$ cat src/mbx_pkg.sv
// Package for the move and branch execution slice.
// Assumes a 14-bit instruction word and an 11-bit program counter.
package mbx_pkg;
    localparam int MBX_IW = 14;
    localparam int MBX_PCW = 11;
    localparam int MBX_SPW = 3;
    localparam int MBX_AW = 7;
    localparam int MBX_DW = 8;
    // Operation selector, decoded from the instruction word.
    typedef enum logic [2:0] {
        MBX_OP_NONE = 3'b000,
        MBX_OP_SFR_STORE = 3'b001,
        MBX_OP_LONG_CALL = 3'b010,
        MBX_OP_LONG_JUMP = 3'b011,
        MBX_OP_LOAD_IMM = 3'b100,
        MBX_OP_ACC_TO_REG = 3'b101,
        MBX_OP_REG_MOVE = 3'b110
    } mbx_op_t;
    localparam logic [3:0] MBX_SFR_MIN = 4'h5;
    localparam logic [3:0] MBX_SFR_MAX = 4'hF;
    localparam logic [MBX_PCW-1:0] MBX_PC_RESET = 11'h000;
    localparam logic [MBX_SPW-1:0] MBX_SP_RESET = 3'h0;
    localparam logic [MBX_DW-1:0] MBX_ACC_RESET = 8'h00;
    localparam logic [MBX_SPW-1:0] MBX_STACK_DEPTH = 3'h7;
    // Encodings: top bits of the instruction select the operation.
    localparam logic [2:0] MBX_ENC_CALL = 3'h4;
    localparam logic [2:0] MBX_ENC_JUMP = 3'h5;
    localparam logic [5:0] MBX_ENC_LOADI = 6'h0C;
    localparam logic [6:0] MBX_ENC_ACC2R = 7'h01;
    localparam logic [5:0] MBX_ENC_RMOVE = 6'h02;
    localparam logic [9:0] MBX_ENC_SFRST = 10'h001;
    localparam int MBX_Z_BIT = 2;
endpackage

$ cat src/mbx_dec_if.sv
// Interface carrying decoded fields from decoder to execution top.
// Assumes a single clock domain; fields are combinational.
interface mbx_dec_if;
    mbx_pkg::mbx_op_t op;
    logic [mbx_pkg::MBX_PCW-1:0] target;
    logic [mbx_pkg::MBX_DW-1:0] imm;
    logic [mbx_pkg::MBX_AW-1:0] raddr;
    logic dest_reg;
    logic [3:0] sfr_sel;
    logic sfr_ok;
    modport dec (output op, target, imm, raddr, dest_reg, sfr_sel, sfr_ok);
    modport exe (input op, target, imm, raddr, dest_reg, sfr_sel, sfr_ok);
endinterface

$ cat src/mbx_decode.sv
// Decoder for the move and branch slice of the instruction set.
// Assumes the instruction word is stable while it is presented.
module mbx_decode (
    input wire logic [mbx_pkg::MBX_IW-1:0] instr,
    mbx_dec_if.dec d
);
    // Field extraction; the operation is picked by fixed opcode prefixes.
    always_comb begin
        d.target = instr[10:0];
        d.imm = instr[7:0];
        d.raddr = instr[6:0];
        d.dest_reg = instr[7];
        d.sfr_sel = instr[3:0];
        d.sfr_ok = (instr[3:0] >= mbx_pkg::MBX_SFR_MIN) &&
                   (instr[3:0] <= mbx_pkg::MBX_SFR_MAX);
        if (instr[13:11] == mbx_pkg::MBX_ENC_CALL) begin
            d.op = mbx_pkg::MBX_OP_LONG_CALL;
        end else if (instr[13:11] == mbx_pkg::MBX_ENC_JUMP) begin
            d.op = mbx_pkg::MBX_OP_LONG_JUMP;
        end else if (instr[13:8] == mbx_pkg::MBX_ENC_LOADI) begin
            d.op = mbx_pkg::MBX_OP_LOAD_IMM;
        end else if (instr[13:7] == mbx_pkg::MBX_ENC_ACC2R) begin
            d.op = mbx_pkg::MBX_OP_ACC_TO_REG;
        end else if (instr[13:8] == mbx_pkg::MBX_ENC_RMOVE) begin
            d.op = mbx_pkg::MBX_OP_REG_MOVE;
        end else if (instr[13:4] == mbx_pkg::MBX_ENC_SFRST) begin
            d.op = mbx_pkg::MBX_OP_SFR_STORE;
        end else begin
            d.op = mbx_pkg::MBX_OP_NONE;
        end
    end
endmodule

$ cat src/mbx_exec.sv
// Execution top for the move and branch slice of an 8-bit core.
// Assumes the fetch unit presents one instruction per cycle with instr_valid
// and that the data-memory read data is combinational on reg_raddr.
// Operation
// - The SFR store copies the accumulator to SFR F (5..15), accumulator kept.
// - Long call pushes the next address, bumps the stack pointer, two cycles.
// - Long call loads its 11-bit target into PC bits 10..0.
// - Long jump loads its 11-bit target into the PC and leaves the stack.
// - Load immediate puts an 8-bit constant into the accumulator, no flags.
// - Accumulator store writes the accumulator to data register 0..127.
// - Register move goes to the accumulator for d=0, back to R for d=1.
// - Register move sets zero when the moved value is zero, else clears it.
module mbx_exec (
    input wire logic sys_clk,
    input wire logic reset_n,
    input wire logic [mbx_pkg::MBX_IW-1:0] instr,
    input wire logic instr_valid,
    input wire logic [mbx_pkg::MBX_DW-1:0] reg_rdata,
    input wire logic [mbx_pkg::MBX_DW-1:0] status_in,
    output logic [mbx_pkg::MBX_PCW-1:0] pc_q,
    output logic [mbx_pkg::MBX_DW-1:0] acc_q,
    output logic [mbx_pkg::MBX_SPW-1:0] sp_q,
    output logic [mbx_pkg::MBX_PCW-1:0] stack_top,
    output logic flush,
    output logic [mbx_pkg::MBX_AW-1:0] reg_raddr,
    output logic reg_we,
    output logic [mbx_pkg::MBX_AW-1:0] reg_waddr,
    output logic [mbx_pkg::MBX_DW-1:0] reg_wdata,
    output logic sfr_we,
    output logic [3:0] sfr_addr,
    output logic [mbx_pkg::MBX_DW-1:0] sfr_wdata,
    output logic status_we,
    output logic [mbx_pkg::MBX_DW-1:0] status_wdata
);
    mbx_dec_if dif ();
    logic discard_q;
    logic go;
    logic [mbx_pkg::MBX_PCW-1:0] stack_q [0:7];
    logic [mbx_pkg::MBX_PCW-1:0] pc_next;

    mbx_decode u_dec (
        .instr(instr),
        .d(dif.dec)
    );

    ////////////////////////////////////////////////////////////////////////
    // An instruction executes unless it is the discarded fetch after a branch.
    assign go = instr_valid && !discard_q;
    assign reg_raddr = dif.raddr;
    assign stack_top = stack_q[sp_q];
    assign flush = discard_q;
    assign pc_next = pc_q + 11'h001;

    // Discard slot: the instruction behind a call or jump is dropped.
    always_ff @(posedge sys_clk) begin
        if (!reset_n) begin
            discard_q <= 1'b0;
        end else begin
            discard_q <= go && (dif.op == mbx_pkg::MBX_OP_LONG_CALL ||
                                dif.op == mbx_pkg::MBX_OP_LONG_JUMP);
        end
    end

    // Program counter: branches load bits 10..0, else step by one.
    // The discarded slot leaves it alone, so the pc still names the branch
    // target when that instruction arrives and a call there pushes target+1.
    always_ff @(posedge sys_clk) begin
        if (!reset_n) begin
            pc_q <= mbx_pkg::MBX_PC_RESET;
        end else if (go) begin
            if (dif.op == mbx_pkg::MBX_OP_LONG_CALL ||
                dif.op == mbx_pkg::MBX_OP_LONG_JUMP) begin
                pc_q <= dif.target;
            end else begin
                pc_q <= pc_next;
            end
        end
    end

    // Return stack: a call pushes the following address; a jump leaves it.
    // Overflow wraps the pointer, as the stack depth is fixed and unchecked.
    always_ff @(posedge sys_clk) begin
        if (!reset_n) begin
            sp_q <= mbx_pkg::MBX_SP_RESET;
        end else if (go && dif.op == mbx_pkg::MBX_OP_LONG_CALL) begin
            sp_q <= sp_q + 3'h1;
        end
    end

    always_ff @(posedge sys_clk) begin
        if (go && dif.op == mbx_pkg::MBX_OP_LONG_CALL) begin
            stack_q[sp_q + 3'h1] <= pc_next;
        end
    end

    ////////////////////////////////////////////////////////////////////////
    // Accumulator: only load immediate and register move with d=0 write it.
    always_ff @(posedge sys_clk) begin
        if (!reset_n) begin
            acc_q <= mbx_pkg::MBX_ACC_RESET;
        end else if (go && dif.op == mbx_pkg::MBX_OP_LOAD_IMM) begin
            acc_q <= dif.imm;
        end else if (go && dif.op == mbx_pkg::MBX_OP_REG_MOVE &&
                     !dif.dest_reg) begin
            acc_q <= reg_rdata;
        end
    end

    // Data-memory and SFR write strobes, registered for one cycle.
    always_ff @(posedge sys_clk) begin
        if (!reset_n) begin
            reg_we <= 1'b0;
            reg_waddr <= 7'h00;
            reg_wdata <= 8'h00;
            sfr_we <= 1'b0;
            sfr_addr <= 4'h0;
            sfr_wdata <= 8'h00;
        end else begin
            reg_we <= 1'b0;
            sfr_we <= 1'b0;
            if (go && dif.op == mbx_pkg::MBX_OP_ACC_TO_REG) begin
                reg_we <= 1'b1;
                reg_waddr <= dif.raddr;
                reg_wdata <= acc_q;
            end else if (go && dif.op == mbx_pkg::MBX_OP_REG_MOVE &&
                         dif.dest_reg) begin
                reg_we <= 1'b1;
                reg_waddr <= dif.raddr;
                reg_wdata <= reg_rdata;
            end
            if (go && dif.op == mbx_pkg::MBX_OP_SFR_STORE && dif.sfr_ok) begin
                sfr_we <= 1'b1;
                sfr_addr <= dif.sfr_sel;
                sfr_wdata <= acc_q;
            end
        end
    end

    // Status: only the register move updates zero; other bits pass through.
    always_ff @(posedge sys_clk) begin
        if (!reset_n) begin
            status_we <= 1'b0;
            status_wdata <= 8'h00;
        end else begin
            status_we <= go && dif.op == mbx_pkg::MBX_OP_REG_MOVE;
            status_wdata <= status_in;
            status_wdata[mbx_pkg::MBX_Z_BIT] <= (reg_rdata == 8'h00);
        end
    end

    ////////////////////////////////////////////////////////////////////////
    property p_jump_pc;
        @(posedge sys_clk) disable iff (!reset_n)
        (go && dif.op == mbx_pkg::MBX_OP_LONG_JUMP) |=>
            (pc_q == $past(dif.target)) && $stable(sp_q) && flush;
    endproperty
    a_jump_pc: assert property (p_jump_pc) else $error("jump bad");

    property p_call;
        @(posedge sys_clk) disable iff (!reset_n)
        (go && dif.op == mbx_pkg::MBX_OP_LONG_CALL) |=>
            (sp_q == $past(sp_q) + 3'h1) && (stack_top == $past(pc_q) + 11'h1);
    endproperty
    a_call: assert property (p_call) else $error("call push bad");

    property p_call_pc;
        @(posedge sys_clk) disable iff (!reset_n)
        (go && dif.op == mbx_pkg::MBX_OP_LONG_CALL) |=>
            pc_q == $past(dif.target);
    endproperty
    a_call_pc: assert property (p_call_pc) else $error("call pc bad");

    property p_imm;
        @(posedge sys_clk) disable iff (!reset_n)
        (go && dif.op == mbx_pkg::MBX_OP_LOAD_IMM) |=>
            acc_q == $past(dif.imm) && !status_we;
    endproperty
    a_imm: assert property (p_imm) else $error("imm bad");

    property p_store;
        @(posedge sys_clk) disable iff (!reset_n)
        (go && dif.op == mbx_pkg::MBX_OP_ACC_TO_REG) |=>
            reg_we && reg_wdata == $past(acc_q) && acc_q == $past(acc_q);
    endproperty
    a_store: assert property (p_store) else $error("store bad");

    property p_sfr;
        @(posedge sys_clk) disable iff (!reset_n)
        (go && dif.op == mbx_pkg::MBX_OP_SFR_STORE && dif.sfr_ok) |=>
            sfr_we && sfr_wdata == $past(acc_q) && acc_q == $past(acc_q) &&
            sfr_addr == $past(dif.sfr_sel);
    endproperty
    a_sfr: assert property (p_sfr) else $error("sfr store bad");

    property p_zero;
        @(posedge sys_clk) disable iff (!reset_n)
        (go && dif.op == mbx_pkg::MBX_OP_REG_MOVE) |=> status_we &&
            status_wdata[mbx_pkg::MBX_Z_BIT] == ($past(reg_rdata) == 8'h00);
    endproperty
    a_zero: assert property (p_zero) else $error("zero flag bad");

    property p_flags;
        @(posedge sys_clk) disable iff (!reset_n)
        status_we |-> $past(go && dif.op == mbx_pkg::MBX_OP_REG_MOVE);
    endproperty
    a_flags: assert property (p_flags) else $error("flag write bad");

    property p_move;
        @(posedge sys_clk) disable iff (!reset_n)
        (go && dif.op == mbx_pkg::MBX_OP_REG_MOVE && !dif.dest_reg) |=>
            acc_q == $past(reg_rdata) && !reg_we;
    endproperty
    a_move: assert property (p_move) else $error("move bad");

    property p_slot;
        @(posedge sys_clk) disable iff (!reset_n)
        flush |=> !flush && pc_q == $past(pc_q) && sp_q == $past(sp_q) &&
            acc_q == $past(acc_q) && !reg_we && !sfr_we && !status_we;
    endproperty
    a_slot: assert property (p_slot) else $error("slot bad");
endmodule

$ cat config.mk
export PLATFORM = sky130hd
export DESIGN_NAME = mbx_exec
export DESIGN_NICKNAME = d
export VERILOG_FILES = /design/src/mbx_pkg.sv /design/src/mbx_dec_if.sv /design/src/mbx_decode.sv /design/src/mbx_exec.sv
export SDC_FILE = /design/constraint.sdc
export NUM_CORES = 1
export LEC_CHECK = 0
export BUFFER_PORTS_ARGS = -buffer_cell sky130_fd_sc_hd__buf_2
export CORE_UTILIZATION = 55
export CTS_BUF_LIST = sky130_fd_sc_hd__clkbuf_4 sky130_fd_sc_hd__clkbuf_8 sky130_fd_sc_hd__clkbuf_16
export CTS_CLUSTER_DIAMETER = 120
export CTS_CLUSTER_SIZE = 8
export DETAILED_ROUTE_END_ITERATION = 12
export GPL_TIMING_DRIVEN = 0
export PLACE_DENSITY = 0.79
export SETUP_SLACK_MARGIN = 0.1
export SLEW_MARGIN = 20
export SYNTH_ARGS = -nofsm -noshare
export SYNTH_HDL_FRONTEND = slang
export SYNTH_SLANG_ARGS = --single-unit
$ cat constraint.sdc
create_clock -name sys_clk -period 3.6 [get_ports sys_clk]
set_clock_uncertainty 0.1 [all_clocks]
set_input_delay 0.72 -clock sys_clk [delete_from_list [all_inputs] [get_ports sys_clk]]
set_output_delay 0.72 -clock sys_clk [all_outputs]
set_load 0.01 [all_outputs]
# ---- Yosys cells after proc, flatten, opt, wreduce, memory -nomap -nowiden
# Memories as Yosys holds them, arrays and structs flattened. A register that Yosys moved wholly into a read port is not among the register bits.
# Cells that the tools add are included.
# W data, S select, Z words.
dict set report op_classes {
  mul 0
  bitwise_logic 0
  order_cmp 2
  n_mux 20
  n_reduce_logical 17
  div_mod_pow 0
  eq_ne 12
  n_shift 0
  addsub 2
}
# op n
set op_table {}
lappend op_table {{$mux W8} 4}
lappend op_table {{$mux W3} 7}
lappend op_table {{$eq A3 B3 Y1 const B} 5}
lappend op_table {{$mux W7} 2}
lappend op_table {{$add A11 B1 Y11 const B} 1}
lappend op_table {{$logic_and A1 B1 Y1} 11}
lappend op_table {{$mux W11} 1}
lappend op_table {{$eq A10 B1 Y1 const B} 1}
lappend op_table {{$logic_not A8 Y1} 1}
lappend op_table {{$eq A7 B1 Y1 const B} 1}
lappend op_table {{$eq A3 B2 Y1 const B} 2}
lappend op_table {{$eq A6 B2 Y1 const B} 1}
lappend op_table {{$eq A6 B4 Y1 const B} 1}
lappend op_table {{$mux W1} 6}
lappend op_table {{$ge A4 B3 Y1 const B} 1}
lappend op_table {{$le A4 B4 Y1 const B} 1}
lappend op_table {{$reduce_bool A2 Y1} 2}
lappend op_table {{$add A3 B1 Y3 const B} 1}
lappend op_table {{$eq A3 B1 Y1 const B} 1}
lappend op_table {{$logic_not A1 Y1} 2}
lappend op_table {{$logic_or A1 B1 Y1} 1}
dict set report totals {
  n_memories 1
  mem_bits_rw 88
  inputBits 33
  out_inout_bits 79
  reg_bits 61
  latchBits 0
  romBits 0
  elab_cells 66
}
# name words word_bits rd rd_clocked_by_memory_dff write_ports line
set memory_table {}
lappend memory_table {stack_q 8 11 1 1 1 mbx_exec.sv:38} ;# logic [mbx_pkg::MBX_PCW-1:0] stack_q [0:7];

# ---- Longest topological paths before layout
# Gate-level depths: netlist of the first run.
dict set report logic_depth {
  word_depth 12
  mapped_depth 6
  depth_no_buf 5
}

# ---- Cells and area by module
# Synthesis of the first run repeated with hierarchy kept, for this count alone.
dict set report hier_totals {
  cells_unflattened 479
  hier_area_um2 6381.1
}
# module cells_each seq_area_each_um2 area_each_um2 instances
set modules_own_cells {}
lappend modules_own_cells {mbx_exec 433 3923.8 6060.8 1}
lappend modules_own_cells {mbx_decode 46 0.0 320.3 1}

# ---- Worst setup path after synthesis of the first run
# OpenSTA, ideal clock, no wires.
dict set report synth_path {
  path_type {input -> register}
  startpoint {input instr_valid}
  endpoint {memory stack_q[1][0] (netlist bit), enable pin}
  arrival_ns 2.437
  setup_ns 0.393
  slack_ns 0.670
  required_time_ns 3.107
  path_stages 6
  cell_sequence {nor2b_1 > clkbuf_1 > nand3_1 > or2_2 > clkbuf_1 > nor3_1}
}
dict set report synth_between {
  elab_chain_cells 4
}
# item line
set synth_rtl {}
lappend synth_rtl {{start: declaration} mbx_exec.sv:17} ;# input wire logic instr_valid,
lappend synth_rtl {{$logic_and A1 B1 Y1} mbx_exec.sv:48} ;# assign go = instr_valid && !discard_q;
lappend synth_rtl {{$logic_and A1 B1 Y1} mbx_exec.sv:91} ;# if (go && dif.op == mbx_pkg::MBX_OP_LONG_CALL) begin
lappend synth_rtl {{$mux W1} mbx_exec.sv:91}
lappend synth_rtl {{$mux W1 (implied by the code)} mbx_exec.sv:92} ;# stack_q[sp_q + 3'h1] <= pc_next;
lappend synth_rtl {{end: declaration} mbx_exec.sv:38}
# Every way passes these cells.

==> results.py, run 1 <==
metrics = {
    "run_status": {
        "status": "finished clean",
    },
    "sta": {
        "whs_ps": 359.0,
        "worst_slew_pin_slew_ps": 794.1,
        "drv_slew": 0,
        "fin_crit_sh_pct": 85.16,
        "layout_min_cycle_time_ps": 3066,
        "rsz0062_at_grt": "false",
        "relSlewSlack_pct": 46.68,
        "hold_viol_final": 0,
        "fmax_ghz": 0.3262,
        "report.final.setup_viol": 0,
    },
    "power": {
        "switching_power_uw": 813.9,
        "finalPower_mw": 3.931,
        "clkPwrFrac_pct": 46.8,
        "p_sw_share_pct": 20.71,
        "p_leak_nw": 2.845,
        "power_frac_comb_pct": 5.5,
        "peakVddDrop_v": 0.0002661,
        "powerDensity_nw_per_um2": 512.3,
        "p_seq_share_pct": 47.7,
        "p_int_mw": 3.117,
    },
    "flow_run": {
        "cap_violations": 0,
    },
    "logic_synthesis": {
        "synth_top_cells_by_area": "edfxtp_1, dfxtp_1, mux4_2",
        "synth_top_family_by_area": "multiplexers",
        "synth_edf_count": 88,
        "synth_area_um2": 6280,
        "syn_avg_cell_area_um2": 13.00,
        "synth.area.mux_share_pct": 13.21,
        "async_flop_share_pct": 0,
        "synthCells": 483,
        "synthXorXnorAreaFrac_pct": 1.255,
        "synthFlopType": "edfxtp_1",
        "synth_fa_ha_area_share_pct": 0.3985,
        "yosysTopAreaCell": "edfxtp_1",
        "ys_seq_area_share_pct": 62.48,
        "yosys.cell_types.count": 49,
        "ys_warn_count": 0,
        "yosysMostFrequentCell": "edfxtp_1",
        "synthSimpleGateAreaFrac_pct": 10.94,
        "synth_top_area_share_pct": 42.08,
        "synthTopCellsByCount": "edfxtp_1, dfxtp_1, nand2_1",
        "synth_seq_cells": 152,
        "synth_compound_area_share_pct": 8.428,
        "syn_nets": 518,
    },
    "critical_path": {
        "crit_buf_inv": 2,
        "cpPeakStageDelay_ps": 570,
        "worst-r2r-setup-slack_ps": 1000,
        "reg2regPathDepth": 5,
        "critical_path.max_fanout": 10,
        "critPathKind": "register to output pin",
        "r2r_end": "stack_q[2][7]",
        "crit_chain": "clkbuf_1 -> mux4_2 -> mux2_2 -> buf_2",
        "cp-end-kind": "output pin",
        "arrival_ps": 2250,
        "start_kind": "register",
        "crit_family": "buffers and inverters",
        "cp.required_ps": 2780,
        "r2r_start": "flush",
        "cp_slowest_cell": "clkbuf_1",
    },
    "routing": {
        "firstDrtPassIters": 6,
        "drt_iter0_drc": 386,
        "drtAntennaViolNets": 0,
        "vias": 4588,
        "route.detailed.vias_per_inst": 5.982,
        "avgRoutedWirePerCell_um": 20.31,
        "drc": 0,
        "routed_wl_mm": 15.58,
    },
    "die": {
        "io_pins": 112,
        "initial_core_util_pct": 57.18,
        "die_h_um": 108.9,
        "core_area_um2": 10980,
        "rows": 38,
        "die-width_um": 108.9,
        "dieArea_um2": 11850,
    },
    "placement": {
        "port_buffers": 109,
        "gp_congestion": 0.8915,
        "dp_cells": 736,
        "hpwl_mm": 10.74,
    },
    "global_route": {
        "grt_pass1_wl_mm": 23.74,
        "gr-total-overflow": 0,
        "antenna_found_initial": 0,
        "grt_max_degree": 17,
        "grt_pass1_vias": 4554,
        "grt_usage_pct": 27.58,
    },
    "clock_network": {
        "cts_tree": "built",
        "clk_pin_slew_worst_paths_ps": 60,
        "hold_buffers": 0,
        "clk_latency_ps": 420,
        "cts_buffers": 17,
        "postCtsSetupRepairBufs": 0,
        "cts_num_sinks": 152,
        "root_buffer": "clkbuf_16",
        "cts_max_level": 4,
        "postCtsResizedCells": 0,
        "max-clock-path-buffers": 2,
    },
    "min_path": {
        "whs_path_depth": 2,
        "hold_start": "sfr_wdata[1]",
        "holdPathEnd": "sfr_wdata[1]",
        "min-delay-path-class": "register to register",
    },
    "layout": {
        "final_cell_count_no_fill": 767,
        "diodes": 0,
        "fin_util_pct": 69.86,
        "layout-drive-gt1-share_pct": 32.22,
        "nets": 650,
        "areaGrowthSynthToFinish_pct": 22.18,
    },
}
kinds of logic (layout without fill, tap and decap cells):
logic type               count (synthesis)  count (layout)
buffers and inverters                   45             189
adder cells (fa/ha/maj)                  2               2
XOR/XNOR                                 9               9
AO/OA/AOI/OAI                           85              85
multiplexers                            54              54
AND/OR/NAND/NOR                        136             136
flip-flops                             152             152
per-stage QoR:
step / instance area (um2) / setup TNS (ps) / worst slack, ps
2_1_floorplan: 6280 / 0 / 670.0
3_3_place_gp: 7000 / -7557 / -205.3
3_5_place_dp: 7054 / 0 / 198.5
4_1_cts: 7662 / 0 / 476.3
5_1_grt: 7672 / 0 / 391.5
6_report: 7672 / 0 / 534.3
worst max-delay path by stage:
stage / start / endpoint / slack, ps / cells past startpoint
floorplan: instr_valid / stack_q[1][0] / 670 / 6
global placement: instr_valid / stack_q[1][4] / -210 / 7
detailed placement: instr_valid / stack_q[2][6] / 200 / 6
CTS: register / stack_top[8] / 480 / 4
global route: register / stack_top[8] / 390 / 4
finish: register / stack_top[8] / 530 / 4
flip-flops by register name, indices dropped and copies added, names as in the netlist, named ones only:
| register | cells |
|---|---|
| reg_wdata | 8 |
| stack_q | 88 |
| sfr_wdata | 8 |
| flush | 1 |
| sfr_we | 1 |
| status_we | 1 |
| sp_q | 3 |
| status_wdata | 8 |
| reg_waddr | 7 |
| reg_we | 1 |
| sfr_addr | 4 |
| pc_q | 11 |
| acc_q | 8 |
worst min-delay path, delay by kind of cell, from the launching register on:
| kind | cells | cell delay [ps] |
|---|---|---|
| flops | 1 | 310 |
| simple gates | 1 | 50 |
| mux | 1 | 50 |
layout by cell type, fill, tap and decap left out, drive strengths merged, types with 3 or more instances in the layout:
cell type / synthesis / final
buf: 12 / 125
edfxtp: 88 / 88
dfxtp: 64 / 64
clkbuf: 27 / 48
nand2: 43 / 43
o21ai: 28 / 28
a21oi: 23 / 23
mux4: 22 / 22
mux2i: 21 / 21
nand3: 20 / 20
nor2: 17 / 17
nor3: 14 / 14
mux2: 11 / 11
a31oi: 9 / 9
a211oi: 9 / 9
and2: 9 / 9
inv: 6 / 6
and3: 6 / 6
or4: 6 / 6
xor2: 5 / 5
clkinv: 0 / 5
or2: 4 / 4
xnor2: 4 / 4
bufinv: 0 / 4
nand2b: 3 / 3
nand4: 3 / 3
nor2b: 3 / 3
nor4: 3 / 3
power groups by stage:
stage | Combinational [mW] | Clock (mW) | Sequential (mW)
after floorplan | 0.115 | 0 | 1.91
after global placement | 0.202 | 0 | 1.91
after detailed placement | 0.211 | 0 | 1.91
after CTS | 0.213 | 1.85 | 1.87
after global routing | 0.233 | 1.92 | 1.88
final | 0.216 | 1.84 | 1.88
routing by layer:
layer / GRT usage (%) / part of all wire [%] / vias up / wire length [um]
li1: - / - / 2078 / -
met4: 11.39 / 2.1 / 0 / 320
met1: 32.60 / 39 / 2245 / 6048
met5: 0 / 0 / - / 0
met2: 47.92 / 52 / 237 / 8048
met3: 6.874 / 7.5 / 28 / 1162
final cells by class:
class                           count  area (um2)
Tap cell                          140       175.2
Multi-Input combinational cell    286        2180
Buffer                             39       183.9
Timing Repair Buffer              113       579.3
Clock inverter                     10       152.6
Clock buffer                       21       455.4
Inverter                            6       22.52
Sequential cell                   152        3924
Fill cell                         784        3311
Note: power is estimated with default switching activity, not from simulation.
==> run 2, diff against run 1 <==
- ABC_AREA: default -> 1
- PLACE_DENSITY: 0.79 -> 0.78
==> run 2 against run 1 <==
  * The run now ends with design-rule violations left
  * Critical path depth is 3 higher
  * Final cell count increased by 31%
  * Die area is 4.3% higher
  * Via count up 20%
  * Combinational power is 16% higher
  * Sequential power about the same
  * Critical path type unchanged
  * Largest power group unchanged
==> results.py, run 2 <==
metrics = {
    "layout": {
        "top_regs": "stack_q x88, pc_q x11",
        "final_cell_count_no_fill": 1003,
        "layout_commonest_cell": "nor2_1",
        "largest_reg_flops": 88,
        "n_fill_cell": 928,
        "layout-drive-gt1-share_pct": 21.40,
        "regMostFlops": "stack_q",
        "diodes": 0,
        "nets": 882,
        "mostFrequentLayoutCells": "nor2_1, nand2_1, buf_2",
        "areaGrowthSynthToFinish_pct": 19.96,
    },
    "clock_network": {
        "cts_buffers": 17,
        "root_buffer": "clkbuf_16",
        "postCtsResizedCells": 0,
        "cts_tree": "built",
        "max-clock-path-buffers": 2,
        "clk_latency_ps": 430,
        "cts_num_sinks": 152,
        "hold_buffers": 0,
        "postCtsSetupRepairBufs": 0,
        "clk_pin_slew_worst_paths_ps": 60,
        "cts_max_level": 4,
    },
    "die": {
        "die-width_um": 111.2,
        "dieArea_um2": 12360,
        "initial_core_util_pct": 56.94,
        "core_area_um2": 11520,
        "io_pins": 112,
        "die_h_um": 111.2,
        "rows": 39,
    },
    "logic_synthesis": {
        "yosysMostFrequentCell": "nor2_1",
        "synth_top_cells_by_area": "edfxtp_1, dfxtp_1, nor2_1",
        "synthTopCellsByCount": "nor2_1, nand2_1, edfxtp_1",
        "synth_top_area_share_pct": 40.30,
        "synth_edf_count": 88,
        "async_flop_share_pct": 0,
        "ys_seq_area_share_pct": 59.84,
        "syn_nets": 754,
        "yosysTopAreaCell": "edfxtp_1",
        "syn_avg_cell_area_um2": 9.120,
        "synth_area_um2": 6558,
        "synthCells": 719,
        "ys_warn_count": 0,
        "synthFlopType": "edfxtp_1",
        "synth_seq_cells": 152,
        "yosys.cell_types.count": 39,
    },
    "critical_path": {
        "arrival_ps": 2190,
        "critPathKind": "register to output pin",
        "r2r_start": "flush",
        "reg2regPathDepth": 7,
        "cp.required_ps": 2780,
        "critical_path.max_fanout": 10,
        "worst-r2r-setup-slack_ps": 990,
        "r2r_end": "stack_q[0][0]",
        "cp-end-kind": "output pin",
        "start_kind": "register",
    },
    "sta": {
        "fin_crit_sh_pct": 83.61,
        "hold_viol_final": 0,
        "drv_slew": 0,
        "fmax_ghz": 0.3322,
        "final.setup.tns_ps": 0,
        "whs_ps": 366.0,
        "layout_min_cycle_time_ps": 3010,
        "worst_slew_pin_slew_ps": 1108,
        "report.final.setup_viol": 0,
        "relSlewSlack_pct": 25.86,
        "rsz0062_at_grt": "false",
    },
    "global_route": {
        "grt_usage_pct": 29.40,
        "grt_pass1_wl_mm": 27.88,
        "grt_pass1_vias": 5623,
        "antenna_found_initial": 0,
        "gr-total-overflow": 0,
        "grt_max_degree": 17,
    },
    "placement": {
        "hpwl_mm": 12.48,
        "port_buffers": 109,
        "gp_congestion": 0.8881,
        "dp_cells": 971,
    },
    "routing": {
        "drc": 4,
        "route.detailed.vias_per_inst": 5.501,
        "vias": 5518,
        "avgRoutedWirePerCell_um": 17.32,
        "drt_iter0_drc": 556,
        "firstDrtPassIters": 9,
        "routed_wl_mm": 17.37,
        "drtAntennaViolNets": 0,
    },
    "power": {
        "powerDensity_nw_per_um2": 492.0,
        "p_leak_nw": 3.369,
        "finalPower_mw": 3.870,
        "peakVddDrop_v": 0.0002431,
    },
    "min_path": {
        "hold_start": "sfr_wdata[6]",
        "holdPathEnd": "sfr_wdata[6]",
        "whs_path_depth": 2,
        "min-delay-path-class": "register to register",
    },
    "run_status": {
        "violations": "design-rule violations",
        "status": "complete, but fails checks",
    },
    "flow_run": {
        "cap_violations": 0,
    },
}
run 2: changes by cell type in the layout (fill, tap and decap cells not counted), sizes merged, moves of 7 or more:
cell | previous run | this run
nor2 | 17 | 140
nor3 | 14 | 3
a21oi | 23 | 37
o21ai | 28 | 72
clkbuf | 48 | 38
nand3b | 1 | 8
inv | 6 | 65
nand4 | 3 | 16
a211oi | 9 | 0
nand2 | 43 | 135
mux2i | 21 | 0
mux4 | 22 | 0
mux2 | 11 | 0
run 2: kinds of logic (layout without fill, tap and decap cells):
group                      after synthesis  in the layout  share of synthesized area, %
and+or+nand+nor                        328            328                         21.96
DFF                                    152            152                         59.84
AOI/OAI and AO/OA                      130            130                         10.36
buffers and inverters                  102            243                         6.792
xor gates and xnor gates                 5              5                        0.6678
adders and majority gates                2              2                        0.3815
run 2: power by group:
group	total [mW]	internal [mW]	switching (mW)
clock network	1.75	1.03	0.722
registers	1.87	1.86	0.0122
logic	0.251	0.0789	0.172
run 2: worst max-delay path, stage by stage, from the launching register on:
cell and delay [ps]:
dfxtp_1 300, buf_2 190, clkbuf_1 400, o21ai_0 180, o21ai_0 230, a21oi_1 100
a31oi_1 190, buf_2 170
run 2: final cells by class:
| cell class | count | area [um2] | area share [%] |
|---|---|---|---|
| plain buffers | 40 | 210.2 | 2.672 |
| multi-input cells | 465 | 2191 | 27.85 |
| clock buffers | 18 | 432.9 | 5.503 |
| repair buffers | 109 | 545.5 | 6.935 |
| inverters | 62 | 235.2 | 2.990 |
| clock inverters | 14 | 148.9 | 1.893 |
| well taps | 143 | 178.9 | 2.275 |
| flip-flops and latches | 152 | 3924 | 49.88 |
run 2: worst max-delay path by stage:
stage	to	slack, ps	cells after the start
2_1_floorplan	stack_q[2][0]	1220	5
3_3_place_gp	stack_q[2][9]	640	6
3_5_place_dp	stack_q[0][8]	510	6
4_1_cts	stack_top[7]	570	7
5_1_grt	stack_top[6]	430	7
6_report	stack_top[7]	590	7
run 2: stage by stage:
stage / cell area [um2] / setup slack, ps / util, %
after floorplan: 6558 / 1216 / -
after global placement: 7282 / 643.2 / 63.23
after detailed placement: 7282 / 514.2 / 63.23
after CTS: 7864 / 571.2 / 68.29
after global routing: 7866 / 433.4 / 68.31
final: 7866 / 590.0 / 68.31
run 2: metal layers:
metal | part of all wire (%) | wire (um) | global-route usage, % | up-vias
met5 | 0 | 0 | 0 | -
met4 | 2.8 | 492 | 14.50 | 0
met3 | 5.6 | 975 | 6.452 | 43
met2 | 51 | 8929 | 51.88 | 186
met1 | 40 | 6977 | 33.64 | 2638
li1 | - | - | - | 2651
==> run 3, diff against run 2 <==
- clock period: 3.6 -> 3.1 ns (I/O delays scaled with it)
==> run 3 against run 2 <==
  * Die area unchanged
  * Final area about the same
  * Final cell count unchanged
  * Via count decreased by 0.24%
  * Non-clock buffer count unchanged
  * The run still ends with design-rule violations left
  * Clock-buffer cell count unchanged
  * Hold slack got worse by 94 ps
==> results.py, run 3 (synthesized netlist as in run 2, its figures left out) <==
metrics = {
    "power": {
        "clkPwrFrac_pct": 45.2,
        "p_int_mw": 3.443,
        "power_frac_comb_pct": 6.5,
        "p_seq_share_pct": 48.3,
        "switching_power_mw": 1.047,
        "p_sw_share_pct": 23.32,
        "powerDensity_nw_per_um2": 570.6,
        "peakVddDrop_v": 0.0002822,
        "p_leak_nw": 3.372,
    },
    "layout": {
        "multi_input_area_um2": 2191,
        "n_fill_cell": 930,
        "regMostFlops": "stack_q",
        "layout-drive-gt1-share_pct": 21.51,
        "mostFrequentLayoutCells": "nor2_1, nand2_1, buf_2",
        "final_area_um2": 7868,
        "seq_area_um2": 3924,
        "areaGrowthSynthToFinish_pct": 19.98,
        "largest_reg_flops": 88,
        "nets": 882,
        "layout_commonest_cell": "nor2_1",
        "fin_util_pct": 68.32,
        "top_regs": "stack_q x88, pc_q x11",
        "final_cell_count_no_fill": 1003,
        "diodes": 0,
    },
    "sta": {
        "drv_slew": 0,
        "layout_min_cycle_time_ps": 2810,
        "hold_viol_final": 0,
        "worst_slew_pin_slew_ps": 1112,
        "report.final.setup_viol": 0,
        "relSlewSlack_pct": 25.60,
        "final.setup.tns_ps": 0,
        "fin_crit_sh_pct": 90.65,
        "fmax_ghz": 0.3558,
        "rsz0062_at_grt": "false",
        "setup_ws_ps": 289.8,
    },
    "critical_path": {
        "start_kind": "register",
        "cp.required_ps": 2380,
        "cp-end-kind": "output pin",
        "crit_chain": "buf_2 -> clkbuf_1 -> nor2_1 -> nor2_1 -> o21ai_0 -> a31oi_1 -> buf_2",
        "cpPeakStageDelay_ps": 460,
        "crit_family": "buffers and inverters",
        "crit_buf_inv": 3,
        "arrival_ps": 2090,
        "critical_path.max_fanout": 10,
        "cp_slowest_cell": "clkbuf_1",
        "critPathKind": "register to output pin",
    },
    "placement": {
        "gp_congestion": 0.8881,
        "place_ws_ps": 114.2,
        "dp_cells": 971,
        "placed_area_um2": 7282,
        "port_buffers": 109,
        "hpwl_mm": 12.48,
    },
    "min_path": {
        "min-delay-path-class": "primary input to register",
    },
    "clock_network": {
        "cts_num_sinks": 152,
        "root_buffer": "clkbuf_16",
        "cts_tree": "built",
        "cts_buffers": 17,
        "hold_buffers": 0,
        "clk_pin_slew_worst_paths_ps": 60,
        "postCtsSetupRepairBufs": 0,
        "max-clock-path-buffers": 2,
        "cts_max_level": 4,
        "clk_latency_ps": 430,
        "postCtsResizedCells": 0,
    },
    "routing": {
        "routed_wl_mm": 17.36,
        "route.detailed.vias_per_inst": 5.489,
        "drt_iter0_drc": 570,
        "vias": 5505,
        "drc": 4,
        "firstDrtPassIters": 9,
        "avgRoutedWirePerCell_um": 17.31,
        "drtAntennaViolNets": 0,
    },
    "run_status": {
        "status": "complete, but fails checks",
        "violations": "design-rule violations",
    },
    "die": {
        "core_area_um2": 11520,
        "die_h_um": 111.2,
        "io_pins": 112,
        "rows": 39,
        "dieArea_um2": 12360,
        "initial_core_util_pct": 56.94,
        "die-width_um": 111.2,
    },
    "global_route": {
        "gr-total-overflow": 0,
        "grt_max_degree": 17,
        "antenna_found_initial": 0,
        "grt_usage_pct": 29.40,
        "grt_pass1_wl_mm": 27.88,
        "grt_pass1_vias": 5623,
    },
    "flow_run": {
        "cap_violations": 0,
    },
}
==> run 3: worst min-delay path, stage by stage <==
cell and delay, ps:
buf_2 70, nand2_1 40, inv_1 40
==> run 3: routing by layer <==
metal | vias to the layer above | track usage, % | part of all wire, %
met5 | - | 0 | 0
met4 | 0 | 14.50 | 2.9
met3 | 44 | 6.452 | 5.7
met2 | 194 | 51.88 | 51
met1 | 2615 | 33.64 | 40
li1 | 2652 | - | -
==> run 3: path summary, 6_finish.rpt <==
| path | startpoint | end | slack, ps | cells after the start |
|---|---|---|---|---|
| hold reg to reg | sfr_wdata[6] | sfr_wdata[6] | 370 | 2 |
| setup reg to reg | flush | stack_q[0][8] | 490 | 7 |
| hold / removal | status_in[6] | status_wdata[6] | 270 | 3 |
| setup / recovery | register | stack_top[5] | 290 | 7 |
==> run 3: layout make-up <==
class | instances | area share, %
Sequential cell | 152 | 49.87
Tap cell | 143 | 2.274
Inverter | 62 | 2.990
Clock buffer | 18 | 5.503
Multi-Input combinational cell | 465 | 27.85
Timing Repair Buffer | 109 | 6.934
Clock inverter | 14 | 1.892
Buffer | 40 | 2.688
==> run 3: metrics by stage <==
stage | hold slack (ps) | power (mW)
floorplan | 384.0 | 2.373
global placement | 350.7 | 2.488
detailed placement | 356.6 | 2.497
CTS | 263.9 | 4.504
global route | 268.9 | 4.621
finish | 271.7 | 4.490
==> run 3: power groups by stage <==
stage                     logic (mW)  registers [mW]  clock network, mW
after global routing           0.319            2.17               2.13
after floorplan                0.157            2.22                  0
after detailed placement       0.286            2.21                  0
after CTS                      0.288            2.17               2.05
final                          0.291            2.17               2.03
after global placement         0.277            2.21                  0
